**src/hw/rxf_pkg.sv**
```systemverilog
/*
 * Package for the receive status flag block: register offsets, field
 * positions, reset values and frame length limits.
 * Assumes a 32-bit Avalon-MM slave with byte addresses.
 */
`default_nettype none
package rxf_pkg;
  // Register byte offsets
  localparam logic [4:0] RXF_OFS_CMD    = 5'h00;  // mac_command_register
  localparam logic [4:0] RXF_OFS_MASK   = 5'h04;  // interrupt_mask_register
  localparam logic [4:0] RXF_OFS_STATUS = 5'h08;  // interrupt_status_register
  localparam logic [4:0] RXF_OFS_MISSED = 5'h0C;  // missed_packet_counter
  localparam logic [4:0] RXF_OFS_LEN    = 5'h10;  // last frame length

  // Command register bit positions
  localparam int RXF_CMD_ACC_SHORT = 0;  // accept_short_frames
  localparam int RXF_CMD_ACC_LONG  = 1;  // accept_long_frames
  localparam int RXF_CMD_ACC_ERR   = 2;  // accept_errored_frames

  // Status and mask bit positions
  localparam int RXF_BIT_IRQ      = 0;  // receive_interrupt summary
  localparam int RXF_BIT_CRC      = 1;  // crc_error_flag
  localparam int RXF_BIT_OVERFLOW = 2;  // fifo_overflow_flag
  localparam int RXF_BIT_TOO_LONG = 3;  // too_long_flag
  localparam int RXF_BIT_GOOD     = 4;  // receive_good_flag
  localparam int RXF_BIT_ALIGN    = 5;  // alignment_error_flag
  localparam int RXF_BIT_RUNT     = 6;  // runt_frame_flag
  localparam int RXF_BIT_MISSED   = 7;  // missed_overflow_flag
  localparam int RXF_FLAG_LO      = 1;
  localparam int RXF_FLAG_HI      = 7;

  // Reset values
  localparam logic [2:0]  RXF_CMD_RST    = 3'h0;
  localparam logic [7:0]  RXF_MASK_RST   = 8'h00;
  localparam logic [15:0] RXF_MISSED_RST = 16'h0000;
  localparam logic [15:0] RXF_LEN_RST    = 16'h0000;

  // Frame length limits in bytes
  localparam logic [15:0] RXF_MIN_FRAME = 16'd64;
  localparam logic [15:0] RXF_MAX_FRAME = 16'd1518;
endpackage
`default_nettype wire

```
**src/hw/rxf_flag.sv**
```systemverilog
/*
 * One sticky status flag: set by a hardware event, cleared by software.
 * Assumes set and clear are single-cycle pulses on mclk.
 */
`default_nettype none
module rxf_flag (
  input  wire logic mclk,
  input  wire logic rst,
  input  wire logic set,
  input  wire logic clr,
  output var  logic flag_q
);
  // Set beats a clear in the same cycle so no event is lost
  always_ff @(posedge mclk) begin
    if (rst) begin
      flag_q <= 1'b0;
    end else if (set) begin
      flag_q <= 1'b1;
    end else if (clr) begin
      flag_q <= 1'b0;
    end
  end
endmodule
`default_nettype wire

```
**src/hw/rxf_status.sv**
```systemverilog
/*
 * Receive status flags of an Ethernet MAC: frame checks at frame end,
 * missed packet counter, sticky write-1-to-clear flags, mask and a level
 * receive interrupt, all reached over an Avalon-MM slave.
 * Assumes the frame stream inputs are on mclk, single-cycle pulses.
 */
// Operation
// - Missed packet counter rolling over sets status bit 7.
// - Frame under 64 bytes without short acceptance is dropped, sets bit 6.
// - With short acceptance on, short frames count good, bit 6 stays clear.
// - Frame length not a whole number of bytes sets bit 5.
// - Completed reception of a frame that is not dropped sets bit 4.
// - Frame over 1518 bytes without long acceptance is dropped, sets bit 3.
// - With long acceptance on, long frames count good, bit 3 stays clear.
// - FIFO overflow during a frame drops it and sets bit 2.
// - CRC-failing frame without error acceptance is dropped, sets bit 1.
// - With error acceptance on, CRC-failing frames count good, bit 1 clear.
// - Any set flag with its mask bit set drives the receive interrupt high.
// - Writing 1 to a flag position clears that flag, unless that flag's set event comes in the same cycle.
// - Interrupt is the OR of status bits ANDed with their enables.
`default_nettype none
module rxf_status
  import rxf_pkg::*;
(
  input  wire logic        mclk,
  input  wire logic        rst,
  // Avalon-MM slave
  input  wire logic [4:0]  avs_address,
  input  wire logic        avs_read,
  input  wire logic        avs_write,
  input  wire logic [31:0] avs_writedata,
  input  wire logic [3:0]  avs_byteenable,
  output var  logic [31:0] avs_readdata,
  output logic             avs_waitrequest,
  // Frame stream
  input  wire logic        rx_byte_valid,
  input  wire logic        rx_frame_end,
  input  wire logic        rx_dribble,
  input  wire logic        rx_crc_ok,
  input  wire logic        rx_fifo_overflow,
  input  wire logic        rx_missed,
  // Frame verdict and interrupt
  output var  logic        rx_frame_accept,
  output var  logic        rx_frame_drop,
  output var  logic        receive_interrupt
);
  import rxf_pkg::*;

  logic        ack_q;
  logic        wr_fire;
  logic        rd_take;
  logic [2:0]  cmd_q;
  logic [7:0]  mask_q;
  logic [7:0]  status;
  logic [7:0]  flag_set;
  logic [7:0]  flag_clr;
  logic [15:0] missed_q;
  logic [15:0] len_q;
  logic [15:0] last_len_q;
  logic [15:0] len_now;
  logic        in_frame_q;
  logic        ovf_q;
  logic        is_short;
  logic        is_long;
  logic        crc_bad;
  logic        drop_now;
  logic        irq_d;

  // One wait state per access; waitrequest drops on the second cycle
  assign avs_waitrequest = (avs_read | avs_write) & ~ack_q;
  assign wr_fire         = avs_write & ack_q;
  assign rd_take         = avs_read & ~ack_q;

  // Access phase tracker
  always_ff @(posedge mclk) begin
    if (rst) begin
      ack_q <= 1'b0;
    end else begin
      ack_q <= (avs_read | avs_write) & ~ack_q;
    end
  end

  // Command register: acceptance controls
  always_ff @(posedge mclk) begin
    if (rst) begin
      cmd_q <= RXF_CMD_RST;
    end else if (wr_fire && avs_byteenable[0] && avs_address == RXF_OFS_CMD) begin
      cmd_q <= avs_writedata[2:0];
    end
  end

  // Mask register: enables for bits 7..1, bit 0 unused
  always_ff @(posedge mclk) begin
    if (rst) begin
      mask_q <= RXF_MASK_RST;
    end else if (wr_fire && avs_byteenable[0] && avs_address == RXF_OFS_MASK) begin
      mask_q <= {avs_writedata[7:1], 1'b0};
    end
  end

  // Read data latched in the wait cycle, stands when waitrequest is low
  always_ff @(posedge mclk) begin
    if (rst) begin
      avs_readdata <= 32'h0000_0000;
    end else if (rd_take) begin
      if (avs_address == RXF_OFS_CMD) begin
        avs_readdata <= {29'h0000_0000, cmd_q};
      end else if (avs_address == RXF_OFS_MASK) begin
        avs_readdata <= {24'h00_0000, mask_q};
      end else if (avs_address == RXF_OFS_STATUS) begin
        avs_readdata <= {24'h00_0000, status};
      end else if (avs_address == RXF_OFS_MISSED) begin
        avs_readdata <= {16'h0000, missed_q};
      end else if (avs_address == RXF_OFS_LEN) begin
        avs_readdata <= {16'h0000, last_len_q};
      end else begin
        avs_readdata <= 32'h0000_0000;  // Unmapped reads as zero
      end
    end
  end

  // Missed packet counter, wraps on overflow
  always_ff @(posedge mclk) begin
    if (rst) begin
      missed_q <= RXF_MISSED_RST;
    end else if (rx_missed) begin
      missed_q <= 16'(missed_q + 16'h0001);
    end
  end

  // Byte counter for the frame in progress, saturating
  always_ff @(posedge mclk) begin
    if (rst) begin
      len_q <= RXF_LEN_RST;
    end else if (rx_frame_end) begin
      len_q <= RXF_LEN_RST;
    end else if (rx_byte_valid && len_q != 16'hFFFF) begin
      len_q <= 16'(len_q + 16'h0001);
    end
  end

  // A byte arriving with the end marker is part of the frame
  assign len_now = (rx_byte_valid && len_q != 16'hFFFF) ? 16'(len_q + 16'h0001) : len_q;

  // Frame activity and overflow seen during it
  always_ff @(posedge mclk) begin
    if (rst) begin
      in_frame_q <= 1'b0;
      ovf_q      <= 1'b0;
    end else if (rx_frame_end) begin
      in_frame_q <= 1'b0;
      ovf_q      <= 1'b0;
    end else begin
      if (rx_byte_valid) begin
        in_frame_q <= 1'b1;
      end
      // Only an overflow inside a frame may spoil that frame's verdict
      if (rx_fifo_overflow && (in_frame_q || rx_byte_valid)) begin
        ovf_q <= 1'b1;
      end
    end
  end

  // Length of the last finished frame, for software
  always_ff @(posedge mclk) begin
    if (rst) begin
      last_len_q <= RXF_LEN_RST;
    end else if (rx_frame_end) begin
      last_len_q <= len_now;
    end
  end

  // Frame checks, length and CRC gated by their acceptance controls, overflow always drops
  assign is_short = (len_now < RXF_MIN_FRAME) & ~cmd_q[RXF_CMD_ACC_SHORT];
  assign is_long  = (len_now > RXF_MAX_FRAME) & ~cmd_q[RXF_CMD_ACC_LONG];
  assign crc_bad  = ~rx_crc_ok & ~cmd_q[RXF_CMD_ACC_ERR];
  assign drop_now = is_short | is_long | crc_bad | ovf_q | rx_fifo_overflow;

  // Verdict pulses one cycle after the end marker
  always_ff @(posedge mclk) begin
    if (rst) begin
      rx_frame_accept <= 1'b0;
      rx_frame_drop   <= 1'b0;
    end else begin
      rx_frame_accept <= rx_frame_end & ~drop_now;
      rx_frame_drop   <= rx_frame_end & drop_now;
    end
  end

  // Hardware events that set each flag
  always_comb begin
    flag_set = 8'h00;
    flag_set[RXF_BIT_MISSED]   = rx_missed && missed_q == 16'hFFFF;
    flag_set[RXF_BIT_RUNT]     = rx_frame_end & is_short;
    flag_set[RXF_BIT_ALIGN]    = rx_frame_end & rx_dribble;
    flag_set[RXF_BIT_GOOD]     = rx_frame_end & ~drop_now;
    flag_set[RXF_BIT_TOO_LONG] = rx_frame_end & is_long;
    flag_set[RXF_BIT_OVERFLOW] = rx_fifo_overflow & (in_frame_q | rx_byte_valid);
    flag_set[RXF_BIT_CRC]      = rx_frame_end & crc_bad;
  end

  // Write-1-to-clear; zeros leave flags alone
  always_comb begin
    flag_clr = 8'h00;
    if (wr_fire && avs_byteenable[0] && avs_address == RXF_OFS_STATUS) begin
      flag_clr = avs_writedata[7:0];
    end
  end

  // Sticky flags, bits 7..1
  genvar gi;
  generate
    for (gi = RXF_FLAG_LO; gi <= RXF_FLAG_HI; gi++) begin : g_flag
      rxf_flag u_flag (
        .mclk   (mclk),
        .rst    (rst),
        .set    (flag_set[gi]),
        .clr    (flag_clr[gi]),
        .flag_q (status[gi])
      );
    end
  endgenerate

  // Summary bit reads as the interrupt level
  assign status[RXF_BIT_IRQ] = receive_interrupt;

  // OR of enabled flags
  assign irq_d = |(status[7:1] & mask_q[7:1]);

  // Registered level interrupt
  always_ff @(posedge mclk) begin
    if (rst) begin
      receive_interrupt <= 1'b0;
    end else begin
      receive_interrupt <= irq_d;
    end
  end
endmodule
`default_nettype wire

```
**config.mk**
```make
export PLATFORM = sky130hd
export DESIGN_NAME = rxf_status
export DESIGN_NICKNAME = d
export VERILOG_FILES = /design/src/hw/rxf_pkg.sv /design/src/hw/rxf_flag.sv /design/src/hw/rxf_status.sv
export SDC_FILE = /design/constraint.sdc
export NUM_CORES = 1
export LEC_CHECK = 0
export ABC_AREA = 0
export BUFFER_PORTS_ARGS = -buffer_cell sky130_fd_sc_hd__buf_2
export CAP_MARGIN = 20
export CORE_ASPECT_RATIO = 2
export CORE_MARGIN = 8
export CORE_UTILIZATION = 25
export CTS_CLUSTER_DIAMETER = 80
export DETAILED_ROUTE_END_ITERATION = 8
export GPL_TIMING_DRIVEN = 0
export HOLD_SLACK_MARGIN = 0.05
export SYNTH_ARGS = -nofsm -noshare
export SYNTH_HDL_FRONTEND = slang
export SYNTH_SLANG_ARGS = --single-unit
```
**constraint.sdc**
```tcl
create_clock -name mclk -period 4.5 [get_ports mclk]
set_input_delay 0.225 -clock mclk [delete_from_list [all_inputs] [get_ports mclk]]
set_output_delay 0.225 -clock mclk [all_outputs]
set_load 0.01 [all_outputs]
```
# Yosys cells after proc, flatten, opt, wreduce, memory -nomap -nowiden
# Index checks and enable logic that the tools add are counted.
# W data, S select, Z words.
# classes
n_addsub	2
n_lt_le_gt_ge	2
n_eq_ne	6
muxes	21
bitwise_logic	26
n_reduce_logical	18
# op_table
operator	n
$mux W16	6
$add A16 B1 Y16 const B	2
$eq A16 B16 Y1 const B	1
$gt A16 B11 Y1 const B	1
$lt A16 B7 Y1 const B	1
$ne A16 B16 Y1 const B	1
$mux W1	14
$reduce_bool A2 Y1	7
$and A1 B1 Y1	13
$eq A5 B4 Y1 const B	2
$mux W8	1
$and A7 B7 Y7	1
$logic_and A1 B1 Y1	7
$reduce_or A7 Y1	1
$not A1 Y1	6
$or A1 B1 Y1	6
$eq A5 B3 Y1 const B	1
$eq A5 B5 Y1 const B	1
$logic_not A5 Y1	1
$reduce_or A2 Y1	1
$logic_or A1 B1 Y1	1
# totals
ff_bits	103
out_inout_bits	36
elab_cells	94

# Depth between registers and ports, before layout
# depth
word_depth	12
mapped_depth	9
mapped_depth_nobuf	8

# Cells and area by module
# From an unflattened synthesis, not the netlist that was laid out.
# unflattened
hier_cells	502
area_unflattened_um2	4271.6
# modules_own_cells
module	n_inst	cells_each	area_per_inst_um2
rxf_status	1	474	4000.1
rxf_flag	7	4	38.8

# Worst setup path after synthesis
# Ideal clock, no wire load.
# synth_path
path_type	register to register
start	reg len_q[1]
end	reg g_flag[4].u_flag.flag_q
t_arrival_ns	2.500
t_required_ns	4.364
path_slack_ns	1.864
stages_incl_launch_ff	10
path_cell_list	dfxtp_1 > ha_1 > buf_2 > and4_1 > a31o_2 > o21ai_1 > or4_1 > or4_4 > a31oi_4 > o32ai_2
# synth_between
elab_chain_cells	12
# synth_lines
element	line_no	source
start, declared	rxf_status.sv:58	logic [15:0] len_q;
start signal, assigned	rxf_status.sv:138	len_q <= 16'(len_q + 16'h0001);
branches (longest 2 deep; another with $add A16 B1 Y16)	n/a	
$mux W16 (*)	n/a	
$lt A16 B7 Y1 or $gt A16 B11 Y1 (tied branches)	rxf_status.sv:174, rxf_status.sv:175	
$and A1 B1 Y1, on equally long branches	rxf_status.sv:174, rxf_status.sv:175	
$or A1 B1 Y1 (*) (4 in series)	rxf_status.sv:177	assign drop_now = is_short | is_long | crc_bad | ovf_q | rx_fifo_overflow;
$not A1 Y1 (*)	rxf_status.sv:196	flag_set[RXF_BIT_GOOD] = rx_frame_end & ~drop_now;
$and A1 B1 Y1 (*)	rxf_status.sv:196	
$mux W1 or $reduce_bool A2 Y1 (tied branches)	n/a	
end signal, assigned	rxf_flag.sv:16	flag_q <= 1'b0;
end signal, assigned	rxf_flag.sv:18	flag_q <= 1'b1;
end signal, assigned	rxf_flag.sv:20	flag_q <= 1'b0;
end, declared	rxf_flag.sv:11	output var logic flag_q
# Every way passes the cells marked *.
# A chain may end at the register's enable or synchronous reset.

# Worst setup path in the final report
# Ends and elaborated chain as after synthesis.

==> metrics.md <==
| Metric | Value |
|---|---|
| Status | completed |
| Hold violation total from the final report | 0 |
| Number of I/O port buffers | 40 |
| Top FF cell, synth | sky130_fd_sc_hd__dfxtp_1 |
| Number of sinks driven by the clock tree | 87 |
| Hold path start | avs_writedata[0] |
| Hold Buf Count CTS | 0 |
| Critical path arrival | ~3.2 ns |
| Clock tree from TritonCTS | done |
| Worst-skew pair later-pin latency | ~0.34 ns |
| F_max | about 330 MHz |
| Remaining DRCs | 0 |
| Standard-cell row count | 66 |
| Final global-route overflow total | 0 |
| Filler Cell Count | 1,689 |
| Transition time at the pin with the least slew margin | 0.772 ns |
| Destination of the worst hold path | cmd_q[0] |
| Category of the most critical setup path | reg2reg |
| Clock tree buffer depth | 2 |
| Post-layout min period | slightly above 3 ns |
| Routed Wire Length | around 12 mm |
| Logic gate share of total power | 0.074 |
| Unrepaired setup endpoints after global routing | no |
| Final antenna diode count | 0 |
| Count of synthesis-stage warnings from yosys | 0 |
| Share of synthesized area occupied by flip-flops and latches | 0.419 |
| Worst Clk Skew | around 0.010 ns |
| Final cell area excluding filler cells | about 5000 sq um |
| Depth of the worst register-to-register path | 9 |
| Critical Path RT | approximately 4.7 ns |
| Portion of total power attributed to the clock network | 0.454 |
| Total setup violations reported at the end of the flow | 0 |
| Worst-case register-to-register setup slack | 1.45 ns |
| Clock root buffer master | sky130_fd_sc_hd__clkbuf_16 |
| Clk slew on worst S/H paths | 0.06 ns |
| Terminus of the critical flop-to-flop path | g_flag[4].u_flag.flag_q |
| Detail-routed via count per cell | roughly 4.7 |
| Total standard cell area after synthesis | between 4000 and 5000 sq um |
| Average cell area after synthesis | between 8 and 9 sq um |
| Distinct cells, synth | 62 |
| Wire length of the first global-routing pass | 18.7 mm |
| Final-stage net count | about 600 |
| Cell leakage power | 0.00197 uW |
| Final worst slack | 1.45 ns |
| Global-route usage over all layers | 0.114 |
| Post-synthesis register bit count | 87 |
| Maximum level of the CTS H-tree | 3 |
| Area growth from synthesis to layout | 19.8% |
| Via count of the first global-routing pass | roughly 3,700 |
| Class of the tightest hold or removal check | in2reg |
| Depth of the worst hold-timing path | 3 |
| Reg-to-Reg Start | len_q[1] |
| Pint | about 1300 uW |
| Die ar. | between 20,000 and 25,000 sq um |
| Max FO, Critical Path | 8 |
| Worst hold slack across all endpoints | roughly 0.14 ns |
| Switching Fraction | 0.236 |
| Final slew viol count | 0 |
| Antenna violations before repair | 0 |
| Number of top-level design ports | 87 |
| Die span in y | 198 microns |
| Via Count | between 3,000 and 4,000 |
| Accumulated negative setup slack | 0 ns |
| HPWL after detailed placement | between 9 and 10 mm |
| Core area | about 16,000 sq um |
| Endpoint kind of the worst setup timing path | flip-flop |
| Layout cells sized above 1 | 0.179 |
| Post-DRT Antenna Nets | 0 |
| Initial drt markers | 198 |
| Maximum number of pins on one net before global-route repair | 15 |
| Slew Limit Headroom | 0.481 |
| Syn Inst Count | around 480 |
| Number of setup buffers added after CTS | 0 |
| Clock buffers created by TritonCTS | 9 |
| Dpl ws | approximately 1.5 ns |
| Share of synthesized registers carrying an async set or reset | 0 |
| Maximum vdd ir drop | 0.000132 V |
| Drt pass-1 iters | 6 |
| Weighted congestion at the end of routability-driven global placement | about 0.8 |
| CP startpoint kind | flip-flop |
| Post-synth EDFFs | 0 |
| Maxcap violations | 0 |
| Post_cts resized | 0 |
| Portion of total power attributed to sequential cells | 0.472 |
| Initial cell density of the core | 0.255 |
| Chip Width | 107 microns |
| Routed WL per cell | about 16 microns |
| Power per cell area | approximately 340 nW/um^2 |
| Fin crit share | 0.677 |
| Switching power | 400 uW |
| Cell area after placement | about 4700 sq um |
-- routing by layer --
metal / track usage / vias to the layer above / share of wire
met5: 0 / - / 0
met4: 0.0898 / 0 / 0.057
met3: 0.0186 / 28 / 0.044
met2: 0.228 / 83 / 0.57
met1: 0.0933 / 1654 / 0.33
li1: - / 1800 / -
-- critical path, stage by stage, from the launching register on --
cell and delay (ns):
sky130_fd_sc_hd__dfxtp_1 0.46, sky130_fd_sc_hd__ha_1 0.19, sky130_fd_sc_hd__buf_2 0.18, sky130_fd_sc_hd__nand4_1 0.27, sky130_fd_sc_hd__nor3_4 0.31, sky130_fd_sc_hd__mux2i_1 0.16
sky130_fd_sc_hd__or4_1 0.43, sky130_fd_sc_hd__or4_4 0.54, sky130_fd_sc_hd__a31oi_4 0.23, sky130_fd_sc_hd__o32ai_2 0.12
-- stage by stage --
stage	total power, uW	util	instances
2_1_floorplan	894	-	491
3_3_place_gp	942	0.287	735
3_5_place_dp	943	0.287	735
4_1_cts	1710	0.306	751
5_1_grt	1750	0.306	751
6_report	1690	0.306	751
-- worst max path at each step --
stage | slack (ns) | depth (start not counted) | to | startpoint
floorplan | 1.86 | 9 | g_flag[4].u_flag.flag_q | len_q[1]
global route | 1.29 | 9 | g_flag[4].u_flag.flag_q | len_q[1]
global placement | 1.46 | 9 | g_flag[4].u_flag.flag_q | len_q[1]
finish | 1.45 | 9 | g_flag[4].u_flag.flag_q | len_q[1]
CTS | 1.45 | 9 | g_flag[4].u_flag.flag_q | len_q[1]
detailed placement | 1.46 | 9 | g_flag[4].u_flag.flag_q | len_q[1]
-- power by group through the flow --
stage | combinational, uW | clock [uW] | sequential [uW]
2_1_floorplan | 77.3 | 0 | 816
3_3_place_gp | 125 | 0 | 817
3_5_place_dp | 126 | 0 | 817
4_1_cts | 126 | 782 | 800
5_1_grt | 139 | 809 | 802
6_report | 125 | 769 | 800
-- cells by family after synthesis --
| family | count (synthesis) | share of synthesized area |
|---|---|---|
| adders and majority gates | 2 | 0.00602 |
| and+or+nand+nor | 202 | 0.245 |
| other | 1 | 0.000903 |
| AOI/OAI and AO/OA | 86 | 0.159 |
| buffers and inverters | 52 | 0.0660 |
| muxes | 20 | 0.0485 |
| xor gates and xnor gates | 26 | 0.0548 |
| DFF | 87 | 0.419 |
-- synthesized netlist by cell type (12+ instances only) --
cell type,n,area share
sky130_fd_sc_hd__nor3_1,14,0.017
sky130_fd_sc_hd__nand4_1,12,0.018
sky130_fd_sc_hd__nand2_1,24,0.022
sky130_fd_sc_hd__buf_4,19,0.034
sky130_fd_sc_hd__clkbuf_1,19,0.017
sky130_fd_sc_hd__dfxtp_1,87,0.42
sky130_fd_sc_hd__a21oi_1,17,0.020
sky130_fd_sc_hd__a211oi_1,13,0.023
sky130_fd_sc_hd__xor2_1,16,0.034
sky130_fd_sc_hd__mux2i_1,19,0.046
sky130_fd_sc_hd__a22oi_1,12,0.022
sky130_fd_sc_hd__nor2_1,104,0.094
-- area by class of cell --
type	instances	area (sq um)	area share
sequential	87	1740	0.350
tap	204	255	0.0513
inverter	6	22.5	0.00453
multi-input combinational	352	2190	0.441
clock inverter	5	56.3	0.0113
clock buffer	11	253	0.0508
buffer	46	251	0.0506
timing repair buffer	40	200	0.0402
-- cells in the final DEF (no fill, tap or decap), types with 3 or more instances in the layout --
cell                        instances
sky130_fd_sc_hd__nor2_1           104
sky130_fd_sc_hd__dfxtp_1           87
sky130_fd_sc_hd__buf_2             46
sky130_fd_sc_hd__nand2_1           24
sky130_fd_sc_hd__clkbuf_1          19
sky130_fd_sc_hd__buf_4             19
sky130_fd_sc_hd__mux2i_1           19
sky130_fd_sc_hd__a21oi_1           17
sky130_fd_sc_hd__xor2_1            16
sky130_fd_sc_hd__conb_1            16
sky130_fd_sc_hd__nor3_1            14
sky130_fd_sc_hd__a211oi_1          13
sky130_fd_sc_hd__nand4_1           12
sky130_fd_sc_hd__a22oi_1           12
sky130_fd_sc_hd__nand3_1           10
sky130_fd_sc_hd__xnor2_1           10
sky130_fd_sc_hd__clkbuf_16          9
sky130_fd_sc_hd__a221oi_1           8
sky130_fd_sc_hd__and4_1             7
sky130_fd_sc_hd__inv_1              6
sky130_fd_sc_hd__a221o_1            6
sky130_fd_sc_hd__o21ai_0            4
sky130_fd_sc_hd__nand2b_1           3
sky130_fd_sc_hd__nor2b_1            3
sky130_fd_sc_hd__o21ai_1            3
sky130_fd_sc_hd__or2_2              3
sky130_fd_sc_hd__o21a_1             3
sky130_fd_sc_hd__and3_1             3
sky130_fd_sc_hd__o211ai_1           3
-- state kept, by name, indices dropped and copies added, names as in the netlist --
signal	flops
ack_q	1
avs_readdata	16
cmd_q	3
g_flag.u_flag.flag_q	7
in_frame_q	1
last_len_q	16
len_q	16
mask_q	7
missed_q	16
ovf_q	1
receive_interrupt	1
rx_frame_accept	1
rx_frame_drop	1
Note: power is estimated with default switching activity, not from simulation.
